`src/pkg/ptdc_map.svh`:
```
/*
 * Register offsets, reset values, write masks, field positions and timing
 * counts of the PHY timing and DSP configuration register bank.
 * Assumes inclusion by bare name; definitions only.
 */
`ifndef PTDC_MAP_SVH
`define PTDC_MAP_SVH

// register offsets on the management port
`define PTDC_OFS_PTP_CFG      9'h03F
`define PTDC_OFS_FEF_CTL      9'h040
`define PTDC_OFS_TXC_PHASE    9'h042
`define PTDC_OFS_DSP_CFG1     9'h101
`define PTDC_OFS_DFILT_CFG1   9'h106
`define PTDC_OFS_DFILT_CFG2   9'h107
`define PTDC_OFS_DSP_CFG2     9'h10F
`define PTDC_OFS_DSP_CFG3     9'h111

// reset values
`define PTDC_RST_PTP_CFG      16'hB4FF
`define PTDC_RST_FEF_CTL      16'hC11D
`define PTDC_RST_TXC_PHASE    16'h0000
`define PTDC_RST_DSP_CFG1     16'h2000
`define PTDC_RST_DFILT_CFG1   16'hB0BB
`define PTDC_RST_DFILT_CFG2   16'h0605
`define PTDC_RST_DSP_CFG2     16'h0300
`define PTDC_RST_DSP_CFG3     16'h6003

// writable bits; others read back their fixed default
`define PTDC_WM_TXC_PHASE     16'h001F
`define PTDC_WM_DSP_CFG1      16'hFF80
`define PTDC_WM_DFILT_CFG1    16'hF7FF

// field positions
`define PTDC_F_TX_TIMING      15:13
`define PTDC_F_RX_TIMING      12:10
`define PTDC_F_TXERR_SEL      9:8
`define PTDC_F_UNLOCK_TIMER   7:4
`define PTDC_B_FEF_GEN_DIS    6
`define PTDC_B_FEF_DET_DIS    5
`define PTDC_B_PHASE_EN       4
`define PTDC_F_PHASE_VAL      3:0
`define PTDC_B_FILT_DIS       7
`define PTDC_F_THR_SET1       15:12
`define PTDC_B_COEF_EN        10
`define PTDC_F_LONG_COEF      7:6
`define PTDC_F_THR_SET0       3:0
`define PTDC_B_LOOP_INPUT     8
`define PTDC_F_START_GAIN     3:0

// timing: sfd delay step and clock period, both in ps
`define PTDC_SFD_STEP_PS      32'd8000
`define PTDC_MCLK_PERIOD_PS   32'd25000
// gap count loaded after each 4 ns phase step of the transmit clock; 5 idle cycles lie between steps
`define PTDC_PHASE_GAP_CYC    4'h4

`endif

```
`src/pkg/ptdc_pkg.sv`:
```
/*
 * Types of the PHY timing and DSP configuration register bank.
 * Assumes nothing beyond a SystemVerilog compiler.
 */
`default_nettype none

package ptdc_pkg;

    // transmit-error input source
    typedef enum logic [1:0] {
        PTDC_TXERR_NONE = 2'h0,
        PTDC_TXERR_RSVD = 2'h1,
        PTDC_TXERR_INT  = 2'h2,
        PTDC_TXERR_COL  = 2'h3
    } ptdc_txerr_sel_t;

    // transmit sfd pulse pin choice
    typedef enum logic [2:0] {
        PTDC_PIN_LED  = 3'h3,
        PTDC_PIN_CRS  = 3'h4,
        PTDC_PIN_COL  = 3'h5,
        PTDC_PIN_INT  = 3'h6,
        PTDC_PIN_NONE = 3'h7
    } ptdc_pin_sel_t;

    // phase stepper states
    typedef enum logic [1:0] {
        PTDC_PH_IDLE = 2'h0,
        PTDC_PH_STEP = 2'h1,
        PTDC_PH_GAP  = 2'h2
    } ptdc_phase_state_t;

endpackage : ptdc_pkg

`default_nettype wire

```
`src/hw/ptdc_phase_step.sv`:
```
/*
 * Transmit clock phase stepper: walks the present phase toward a target
 * one 4 ns unit at a time, pulsing a step request to the clock generator.
 * Assumes start is a one-cycle pulse on mclk and the target is stable
 * from that pulse on.
 */
`include "ptdc_map.svh"
`timescale 1ns/1ps
`default_nettype none

module ptdc_phase_step (
    // clock and reset
    input  wire logic       mclk,
    input  wire logic       rst_b,
    // control
    input  wire logic       start,
    input  wire logic [3:0] target,
    // state
    output logic      [3:0] phase_q,
    output logic            busy,
    // clock generator side
    output logic            step_q,
    output logic            step_late_q
);

    ptdc_pkg::ptdc_phase_state_t state_q;
    logic [3:0]                  gap_q;
    logic [3:0]                  target_q;

    assign busy = (state_q != ptdc_pkg::PTDC_PH_IDLE);

    // one unit per step keeps the transmit clock free of glitches
    always_ff @(posedge mclk) begin
        if (!rst_b) begin
            state_q     <= ptdc_pkg::PTDC_PH_IDLE;
            phase_q     <= 4'h0;
            target_q    <= 4'h0;
            gap_q       <= 4'h0;
            step_q      <= 1'b0;
            step_late_q <= 1'b0;
        end else begin
            step_q <= 1'b0;
            case (state_q)
                ptdc_pkg::PTDC_PH_IDLE: begin
                    if (start && target != phase_q) begin
                        target_q <= target;
                        state_q  <= ptdc_pkg::PTDC_PH_STEP;
                    end
                end
                ptdc_pkg::PTDC_PH_STEP: begin
                    step_q      <= 1'b1;
                    step_late_q <= (target_q > phase_q);
                    phase_q     <= (target_q > phase_q) ? phase_q + 4'h1 : phase_q - 4'h1;
                    gap_q       <= `PTDC_PHASE_GAP_CYC;
                    state_q     <= ptdc_pkg::PTDC_PH_GAP;
                end
                ptdc_pkg::PTDC_PH_GAP: begin
                    if (gap_q != 4'h0) begin
                        gap_q <= gap_q - 4'h1;
                    end else if (target_q != phase_q) begin
                        state_q <= ptdc_pkg::PTDC_PH_STEP;
                    end else begin
                        state_q <= ptdc_pkg::PTDC_PH_IDLE;
                    end
                end
                default: begin
                    state_q <= ptdc_pkg::PTDC_PH_IDLE;
                end
            endcase
        end
    end

endmodule : ptdc_phase_step

`default_nettype wire

```
`src/hw/ptdc_regs.sv`:
```
/*
 * PHY timing and DSP configuration register bank with sfd delay,
 * pin routing, tx error select, fault gating and phase stepping.
 * Assumes a master on mclk with one-cycle strobes, read data in
 * the cycle after the read strobe, and asynchronous pin inputs.
 */
// Function
// - tx sfd delay in 8 ns steps, bits 15:13, reset 101.
// - rx sfd delay in 8 ns steps, bits 12:10, reset 101.
// - tx error: 00 none, 10 int pin, 11 col pin, 01 reserved.
// - unlock link-down timer, bits 7:4, reset 1111.
// - bit 6 stops far-end-fault generation.
// - bit 5 stops far-end-fault detection.
// - self-clearing bit 4 starts a phase step.
// - phase reads present value; 4 ns per unit of change.
// - bit 7 disables filter during training.
// - bits 15:12, reset 1011, gate coefficient set 1.
// - bits 3:0, reset 1011, gate coefficient set 0.
// - bit 10 enables filter coefficient in steady state.
// - bits 7:6, reset 10, long-cable coefficients.
// - bit 8, reset 1, selects gain loop input.
// - start gain index loaded as training begins.
// - tx sfd pin: 011 led, 100 crs, 101 col, 110 int, 111 none.
`include "ptdc_map.svh"
`timescale 1ns/1ps
`default_nettype none

module ptdc_regs (
    // clock and reset
    input  wire logic        mclk,
    input  wire logic        rst_b,
    // management port
    input  wire logic [8:0]  addr,
    input  wire logic [15:0] wdata,
    input  wire logic        wr,
    input  wire logic        rd,
    output logic      [15:0] rdata_q,
    // sfd indications from the datapath
    input  wire logic        tx_sfd_in,
    input  wire logic        rx_sfd_in,
    input  wire logic [2:0]  sfd_pulse_pin_select,
    output logic             tx_sfd_dly_q,
    output logic             rx_sfd_dly_q,
    // sfd pulse pin outputs
    output logic             first_led_pin_sfd_q,
    output logic             crs_pin_sfd_q,
    output logic             col_pin_sfd_q,
    output logic             interrupt_powerdown_pin_sfd_q,
    // transmit error inputs (pins)
    input  wire logic        interrupt_powerdown_pin_in,
    input  wire logic        col_pin_in,
    output logic             tx_err_q,
    // link-down timer
    output logic      [3:0]  unlock_timer_q,
    // far end fault
    input  wire logic        far_end_fault_req,
    input  wire logic        far_end_fault_rx,
    output logic             far_end_fault_gen_q,
    output logic             far_end_fault_det_q,
    // transmit clock phase
    output logic             txc_step_q,
    output logic             txc_step_late_q,
    output logic             txc_phase_busy,
    // filter and gain loop
    input  wire logic [3:0]  cable_metric,
    input  wire logic        gain_train_start,
    output logic             filter_dis_q,
    output logic             coef_set1_act_q,
    output logic             coef_set0_act_q,
    output logic             coef_en_q,
    output logic      [1:0]  long_coef_q,
    output logic             loop_input_sel_q,
    output logic      [3:0]  gain_index_q
);

    // register storage
    logic [15:0] ptp_timing_config_q;
    logic [15:0] fiber_far_end_fault_control_q;
    logic [15:0] dsp_config_one_q;
    logic [15:0] digital_filter_config_one_q;
    logic [15:0] digital_filter_config_two_q;
    logic [15:0] dsp_config_two_q;
    logic [15:0] dsp_config_three_q;
    logic        phase_en_q;
    logic [3:0]  phase_target_q;
    logic [3:0]  phase_now;
    logic [15:0] rdata_d;

    // synchronisers and delay lines
    logic [1:0]  int_sync_q;
    logic [1:0]  col_sync_q;
    logic [3:0]  tx_line_q;
    logic [3:0]  rx_line_q;

    // write strobe decode
    function automatic logic hit(input logic [8:0] ofs);
        hit = wr && (addr == ofs);
    endfunction : hit

    // masked write keeps read-only bits at their fixed defaults
    function automatic logic [15:0] mwr(input logic [15:0] old, input logic [15:0] wm);
        mwr = (wdata & wm) | (old & ~wm);
    endfunction : mwr

    // 8 ns steps rounded up to whole mclk cycles
    function automatic logic [1:0] dly_cyc(input logic [2:0] steps);
        logic [31:0] ps;
        ps      = 32'(steps) * `PTDC_SFD_STEP_PS;
        dly_cyc = 2'((ps + `PTDC_MCLK_PERIOD_PS - 32'd1) / `PTDC_MCLK_PERIOD_PS);
    endfunction : dly_cyc

    // timing and error selection register
    always_ff @(posedge mclk) begin
        if (!rst_b) begin
            ptp_timing_config_q <= `PTDC_RST_PTP_CFG;
        end else if (hit(`PTDC_OFS_PTP_CFG)) begin
            ptp_timing_config_q <= wdata;
        end
    end

    // fiber far-end fault control
    always_ff @(posedge mclk) begin
        if (!rst_b) begin
            fiber_far_end_fault_control_q <= `PTDC_RST_FEF_CTL;
        end else if (hit(`PTDC_OFS_FEF_CTL)) begin
            fiber_far_end_fault_control_q <= wdata;
        end
    end

    // dsp and filter configuration
    always_ff @(posedge mclk) begin
        if (!rst_b) begin
            dsp_config_one_q            <= `PTDC_RST_DSP_CFG1;
            digital_filter_config_one_q <= `PTDC_RST_DFILT_CFG1;
            digital_filter_config_two_q <= `PTDC_RST_DFILT_CFG2;
            dsp_config_two_q            <= `PTDC_RST_DSP_CFG2;
            dsp_config_three_q          <= `PTDC_RST_DSP_CFG3;
        end else begin
            if (hit(`PTDC_OFS_DSP_CFG1)) begin
                dsp_config_one_q <= mwr(dsp_config_one_q, `PTDC_WM_DSP_CFG1);
            end
            if (hit(`PTDC_OFS_DFILT_CFG1)) begin
                digital_filter_config_one_q <= mwr(digital_filter_config_one_q,
                                                   `PTDC_WM_DFILT_CFG1);
            end
            if (hit(`PTDC_OFS_DFILT_CFG2)) begin
                digital_filter_config_two_q <= wdata;
            end
            if (hit(`PTDC_OFS_DSP_CFG2)) begin
                dsp_config_two_q <= wdata;
            end
            if (hit(`PTDC_OFS_DSP_CFG3)) begin
                dsp_config_three_q <= wdata;
            end
        end
    end

    // phase target and self-clearing enable; enable lasts one cycle
    always_ff @(posedge mclk) begin
        if (!rst_b) begin
            phase_target_q <= 4'h0;
            phase_en_q     <= 1'b0;
        end else if (hit(`PTDC_OFS_TXC_PHASE)) begin
            phase_target_q <= wdata[`PTDC_F_PHASE_VAL];
            phase_en_q     <= wdata[`PTDC_B_PHASE_EN];
        end else begin
            phase_en_q <= 1'b0;
        end
    end

    // phase stepper walks toward the target written with the enable
    ptdc_phase_step u_phase (
        .mclk        (mclk),
        .rst_b       (rst_b),
        .start       (phase_en_q),
        .target      (phase_target_q),
        .phase_q     (phase_now),
        .busy        (txc_phase_busy),
        .step_q      (txc_step_q),
        .step_late_q (txc_step_late_q)
    );

    // read mux; unmapped offsets read zero
    always_comb begin
        rdata_d = 16'h0000;
        case (addr)
            `PTDC_OFS_PTP_CFG:    rdata_d = ptp_timing_config_q;
            `PTDC_OFS_FEF_CTL:    rdata_d = fiber_far_end_fault_control_q;
            `PTDC_OFS_TXC_PHASE:  rdata_d = {11'h000, phase_en_q, phase_now};
            `PTDC_OFS_DSP_CFG1:   rdata_d = dsp_config_one_q;
            `PTDC_OFS_DFILT_CFG1: rdata_d = digital_filter_config_one_q;
            `PTDC_OFS_DFILT_CFG2: rdata_d = digital_filter_config_two_q;
            `PTDC_OFS_DSP_CFG2:   rdata_d = dsp_config_two_q;
            `PTDC_OFS_DSP_CFG3:   rdata_d = dsp_config_three_q;
            default:              rdata_d = 16'h0000;
        endcase
    end

    // read data stand only in the cycle after the strobe
    always_ff @(posedge mclk) begin
        if (!rst_b) begin
            rdata_q <= 16'h0000;
        end else begin
            rdata_q <= rd ? rdata_d : 16'h0000;
        end
    end

    // sfd delay lines, tap chosen by the programmed step count
    always_ff @(posedge mclk) begin
        if (!rst_b) begin
            tx_line_q    <= 4'h0;
            rx_line_q    <= 4'h0;
            tx_sfd_dly_q <= 1'b0;
            rx_sfd_dly_q <= 1'b0;
        end else begin
            tx_line_q    <= {tx_line_q[2:0], tx_sfd_in};
            rx_line_q    <= {rx_line_q[2:0], rx_sfd_in};
            tx_sfd_dly_q <= tx_line_q[dly_cyc(ptp_timing_config_q[`PTDC_F_TX_TIMING])];
            rx_sfd_dly_q <= rx_line_q[dly_cyc(ptp_timing_config_q[`PTDC_F_RX_TIMING])];
        end
    end

    // tx sfd pulse pin routing; reserved codes drive no pin
    always_ff @(posedge mclk) begin
        if (!rst_b) begin
            first_led_pin_sfd_q           <= 1'b0;
            crs_pin_sfd_q                 <= 1'b0;
            col_pin_sfd_q                 <= 1'b0;
            interrupt_powerdown_pin_sfd_q <= 1'b0;
        end else begin
            first_led_pin_sfd_q           <= tx_line_q[dly_cyc(ptp_timing_config_q[`PTDC_F_TX_TIMING])]
                && (sfd_pulse_pin_select == ptdc_pkg::PTDC_PIN_LED);
            crs_pin_sfd_q                 <= tx_line_q[dly_cyc(ptp_timing_config_q[`PTDC_F_TX_TIMING])]
                && (sfd_pulse_pin_select == ptdc_pkg::PTDC_PIN_CRS);
            col_pin_sfd_q                 <= tx_line_q[dly_cyc(ptp_timing_config_q[`PTDC_F_TX_TIMING])]
                && (sfd_pulse_pin_select == ptdc_pkg::PTDC_PIN_COL);
            interrupt_powerdown_pin_sfd_q <= tx_line_q[dly_cyc(ptp_timing_config_q[`PTDC_F_TX_TIMING])]
                && (sfd_pulse_pin_select == ptdc_pkg::PTDC_PIN_INT);
        end
    end

    // pin synchronisers; only the second stage is read
    always_ff @(posedge mclk) begin
        if (!rst_b) begin
            int_sync_q <= 2'h0;
            col_sync_q <= 2'h0;
        end else begin
            int_sync_q <= {int_sync_q[0], interrupt_powerdown_pin_in};
            col_sync_q <= {col_sync_q[0], col_pin_in};
        end
    end

    // transmit error source; reserved code behaves as none
    always_ff @(posedge mclk) begin
        if (!rst_b) begin
            tx_err_q <= 1'b0;
        end else begin
            case (ptdc_pkg::ptdc_txerr_sel_t'(ptp_timing_config_q[`PTDC_F_TXERR_SEL]))
                ptdc_pkg::PTDC_TXERR_INT: tx_err_q <= int_sync_q[1];
                ptdc_pkg::PTDC_TXERR_COL: tx_err_q <= col_sync_q[1];
                default:                  tx_err_q <= 1'b0;
            endcase
        end
    end

    // far-end fault gating and link-down timer
    always_ff @(posedge mclk) begin
        if (!rst_b) begin
            far_end_fault_gen_q <= 1'b0;
            far_end_fault_det_q <= 1'b0;
            unlock_timer_q      <= 4'hF;
        end else begin
            far_end_fault_gen_q <= far_end_fault_req
                && !fiber_far_end_fault_control_q[`PTDC_B_FEF_GEN_DIS];
            far_end_fault_det_q <= far_end_fault_rx
                && !fiber_far_end_fault_control_q[`PTDC_B_FEF_DET_DIS];
            unlock_timer_q      <= ptp_timing_config_q[`PTDC_F_UNLOCK_TIMER];
        end
    end

    // filter settings and coefficient set decision
    always_ff @(posedge mclk) begin
        if (!rst_b) begin
            filter_dis_q     <= 1'b0;
            coef_set1_act_q  <= 1'b0;
            coef_set0_act_q  <= 1'b0;
            coef_en_q        <= 1'b0;
            long_coef_q      <= 2'h2;
            loop_input_sel_q <= 1'b1;
        end else begin
            filter_dis_q     <= dsp_config_one_q[`PTDC_B_FILT_DIS];
            coef_set1_act_q  <= (cable_metric
                >= digital_filter_config_one_q[`PTDC_F_THR_SET1]);
            coef_set0_act_q  <= (cable_metric
                >= digital_filter_config_one_q[`PTDC_F_THR_SET0]);
            coef_en_q        <= digital_filter_config_one_q[`PTDC_B_COEF_EN];
            long_coef_q      <= digital_filter_config_one_q[`PTDC_F_LONG_COEF];
            loop_input_sel_q <= dsp_config_two_q[`PTDC_B_LOOP_INPUT];
        end
    end

    // gain index seeded at the start of gain training
    always_ff @(posedge mclk) begin
        if (!rst_b) begin
            gain_index_q <= 4'h3;
        end else if (gain_train_start) begin
            gain_index_q <= dsp_config_three_q[`PTDC_F_START_GAIN];
        end
    end

endmodule : ptdc_regs

`default_nettype wire

```
`config.mk`:
```
export PLATFORM = sky130hd
export DESIGN_NAME = ptdc_regs
export DESIGN_NICKNAME = d
export VERILOG_FILES = /design/src/pkg/ptdc_pkg.sv /design/src/hw/ptdc_phase_step.sv /design/src/hw/ptdc_regs.sv
export VERILOG_INCLUDE_DIRS = /design/src /design/src/pkg
export SDC_FILE = /design/constraint.sdc
export NUM_CORES = 1
export LEC_CHECK = 0
export BUFFER_PORTS_ARGS = -buffer_cell sky130_fd_sc_hd__buf_2
export CAP_MARGIN = 20
export CORE_MARGIN = 2
export CORE_UTILIZATION = 55
export CTS_CLUSTER_SIZE = 28
export DETAILED_ROUTE_END_ITERATION = 10
export GPL_ROUTABILITY_DRIVEN = 0
export HOLD_SLACK_MARGIN = 0.05
export PLACE_DENSITY = 0.82
export SKIP_CTS_REPAIR_TIMING = 1
export SLEW_MARGIN = 15
export SYNTH_ARGS = -nofsm -noshare
export SYNTH_HDL_FRONTEND = slang
export SYNTH_SLANG_ARGS = --single-unit
```
`constraint.sdc`:
```
create_clock -name mclk -period 6.8 [get_ports mclk]
set_input_delay 1.02 -clock mclk [delete_from_list [all_inputs] [get_ports mclk]]
set_output_delay 1.02 -clock mclk [all_outputs]
set_load 0.03 [all_outputs]
```
==> results.json <==
{
  "outcome": "finished, final reports clean",
  "synth.area.top_cells": "dfxtp_1 (38%), nand2_1 (10%), ha_1 (6.4%), a21oi_1 (5.4%), nand3_1 (3.2%)",
  "core_um2": 16600,
  "slew_viol_final": 0,
  "grt_pass1_wl_um": 40400,
  "skew_ns": 0.0101,
  "ys_warn_count": 0,
  "dr.pass1.iters": 6,
  "vias": 8700,
  "ir_worst_vdd_mv": 0.182,
  "cts_buffer_depth": 2,
  "cts-root-buf": "clkbuf_16",
  "critPathLaunchType": "register",
  "synth_area_leader_cell": "dfxtp_1",
  "layout.nets": 1323,
  "grt_max_degree": 92,
  "drt_iter0_drc": 988,
  "drc": 0,
  "drv_cap": 0,
  "cts_tree": "built",
  "first_global_vias": 8216,
  "synth.avg_cell_area_um2": 8.04,
  "async_flop_share": 0,
  "fillCellCount": 1385,
  "die_area_um2": 18100,
  "areaGrowthSynthToFinish_pct": 12.3,
  "min_path_type": "reg -> reg",
  "grt_setup_unrepaired": "false",
  "fp-row-count": 47,
  "power_density_nw_per_um2": 197,
  "drive_above_1_share": 0.130,
  "path_cells": "inv_1 -> fa_1 -> xnor2_1 -> ha_1 -> a21oi_2 -> fa_1 -> nand3b_1 -> a21oi_1 -> a31o_2 -> nor4bb_1 -> a311o_2 -> and2_1 -> clkinv_1 -> ha_1 -> o21ai_0 -> nor2_1 -> nand3_1 -> o31ai_1 -> or4_4 -> a31o_4 -> o41a_1 -> a2111o_1 -> o31ai_1",
  "synth_flop_cell": "dfxtp_1",
  "synth_area_um2": 9360,
  "fmax_mhz": 159,
  "setup_viol": 0,
  "viasPerCell": 5.98,
  "clkSlewWorstSetupHoldPaths_ns": 0.07,
  "antenna_found_initial": 0,
  "critPathTopFamily": "compound AO/OA/AOI/OAI gates",
  "synthCells": 1164,
  "cts.sinks": 177,
  "critical_path_required_ns": 7.15,
  "cp-end-kind": "register",
  "setup_tns_ns": 0,
  "ant_nets": 0,
  "synth-seq-cells": 177,
  "num_io_pins": 86,
  "initial_core_util": 0.563,
  "relSlewSlack": 0.319,
  "post-route-period-util": 0.926,
  "critPathBufInv": 2,
  "synth_top_area_frac": 0.378,
  "cp_max_fo": 8,
  "cts_made_buffers": 17,
  "power.leakage_nw": 4.27,
  "max_stage_delay_ns": 0.60,
  "antenna_cells": 0,
  "dieHeight_um": 134,
  "post_synth_num_cell_types": 78,
  "grt_util_all_layers": 0.276,
  "ys_seq_area_frac": 0.378,
  "port_buffers": 85,
  "htreeDepth": 4,
  "wire_per_inst_um": 17.0,
  "finalWirelength_um": 24800,
  "fin_util": 0.632,
  "syn-num-nets": 1263,
  "die_w_um": 134,
  "fin_crit_ns": 6.30,
  "crit_type": "reg -> reg",
  "arrival_ns": 6.65,
  "hold_viol_final": 0,
  "synth-edff-count": 0,
  "clk_latency_ns": 0.44,
  "tightest_slew_ns": 1.02,
  "dp_hpwl_um": 17100,
  "crit_slowest_cell": "fa_1",
  "grt-ovfl-total": 0
}
-- report_power, final --
part           internal [mW]  total, mW  switching (mW)
clock network          0.516      0.939           0.422
registers               1.04       1.04         0.00191
logic                 0.0296     0.0925          0.0629
total                   1.59       2.07           0.487
-- layout make-up --
class                           count  area (um2)  area share
Multi-Input combinational cell    883        5440       0.518
Inverter                           47         176      0.0168
Sequential cell                   177        3540       0.337
Clock buffer                       21         450      0.0429
Tap cell                          220         275      0.0262
Timing Repair Buffer               98         523      0.0498
Clock inverter                      9        97.6     0.00928
-- flip-flops by register name, indices dropped and copies added, names as in the netlist, 2 cells and up --
name / cells
phase_target_q: 4
dsp_config_one_q: 9
col_sync_q: 2
dsp_config_two_q: 16
dsp_config_three_q: 16
u_phase.gap_q: 4
fiber_far_end_fault_control_q: 16
u_phase.phase_q: 4
rx_line_q: 4
rdata_q: 16
ptp_timing_config_q: 16
unlock_timer_q: 4
u_phase.state_q: 2
tx_line_q: 4
long_coef_q: 2
int_sync_q: 2
gain_index_q: 4
digital_filter_config_two_q: 16
u_phase.target_q: 4
digital_filter_config_one_q: 15
-- synth_stat cells (6+ instances only) --
| library cell | number |
|---|---|
| nand2_1 | 249 |
| dfxtp_1 | 177 |
| a21oi_1 | 101 |
| nor2_1 | 76 |
| nand3_1 | 59 |
| ha_1 | 48 |
| clkbuf_1 | 44 |
| inv_1 | 44 |
| o21ai_0 | 31 |
| and2_1 | 25 |
| mux2i_1 | 25 |
| xor2_1 | 20 |
| nand2b_1 | 19 |
| xnor2_1 | 17 |
| nor3_1 | 16 |
| a222oi_1 | 14 |
| a31oi_1 | 14 |
| o211ai_1 | 12 |
| a21o_1 | 8 |
| a22oi_1 | 8 |
| fa_1 | 8 |
| or2_2 | 8 |
| a221oi_1 | 7 |
| mux2_2 | 7 |
| nor4_1 | 7 |
| a22o_1 | 6 |
| and3_1 | 6 |
| nor2b_1 | 6 |
-- kinds of logic after synthesis --
logic type | share of synthesized area
multiplexers | 0.0351
AO/OA/AOI/OAI | 0.181
XOR/XNOR | 0.0346
buffers and inverters | 0.0458
flip-flops | 0.378
AND/OR/NAND/NOR | 0.243
adder cells (fa/ha/maj) | 0.0812
-- cells in the final DEF, fill, tap and decap left out, types with 5 or more instances in the layout --
master / instances
and2_1: 25
o31ai_1: 5
mux2_2: 7
buf_4: 13
inv_1: 44
nor3_1: 15
o21a_1: 5
a221oi_1: 7
ha_1: 48
xnor2_1: 17
xor2_1: 18
or2_2: 8
nor3b_1: 5
and3_1: 6
nand3b_1: 5
a22o_1: 6
dfxtp_1: 176
a21o_1: 8
nand4_1: 5
nor2_1: 76
a22oi_1: 8
nand3_1: 59
a31oi_1: 14
buf_2: 85
o211ai_1: 12
fa_1: 7
a222oi_1: 14
a21oi_1: 100
mux2i_1: 25
o21ai_0: 30
clkbuf_16: 17
nor2b_1: 6
nand2b_1: 19
nand2_1: 249
-- per-stage QoR --
step	power (mW)	setup slack (ns)	std cells	hold slack [ns]	area [um2]
detailed placement	1.16	0.348	1425	0.442	9930
floorplan	1.12	0.516	1164	0.411	9360
global placement	1.16	0.574	1425	0.438	9930
finish	2.07	0.501	1455	0.452	10500
CTS	2.08	0.296	1455	0.455	10500
global route	2.14	0.0307	1455	0.470	10500
-- routing by layer --
layer | track usage | routed length, um
met1 | 0.368 | 10600
met3 | 0.0499 | 2010
met4 | 0.101 | 510
met5 | 0 | 0
met2 | 0.450 | 11600
-- tightest hold or removal path, delay by kind of cell, from the launching register on --
family	cells	cell delay, ns
DFF	1	0.31
and+or+nand+nor	1	0.05
AOI/OAI and AO/OA	1	0.05
-- path summary, 6_finish.rpt --
check,from,endpoint,slack (ns),depth (start not counted)
worst max-delay path,ptp_timing_config_q[10],rx_sfd_dly_q,0.50,23
worst min register to register,fiber_far_end_fault_control_q[12],fiber_far_end_fault_control_q[12],0.45,2
worst max register to register,ptp_timing_config_q[10],rx_sfd_dly_q,0.50,23
worst min-delay path,fiber_far_end_fault_control_q[12],fiber_far_end_fault_control_q[12],0.45,2
No activity file was read; power rests on OpenSTA's default activity.
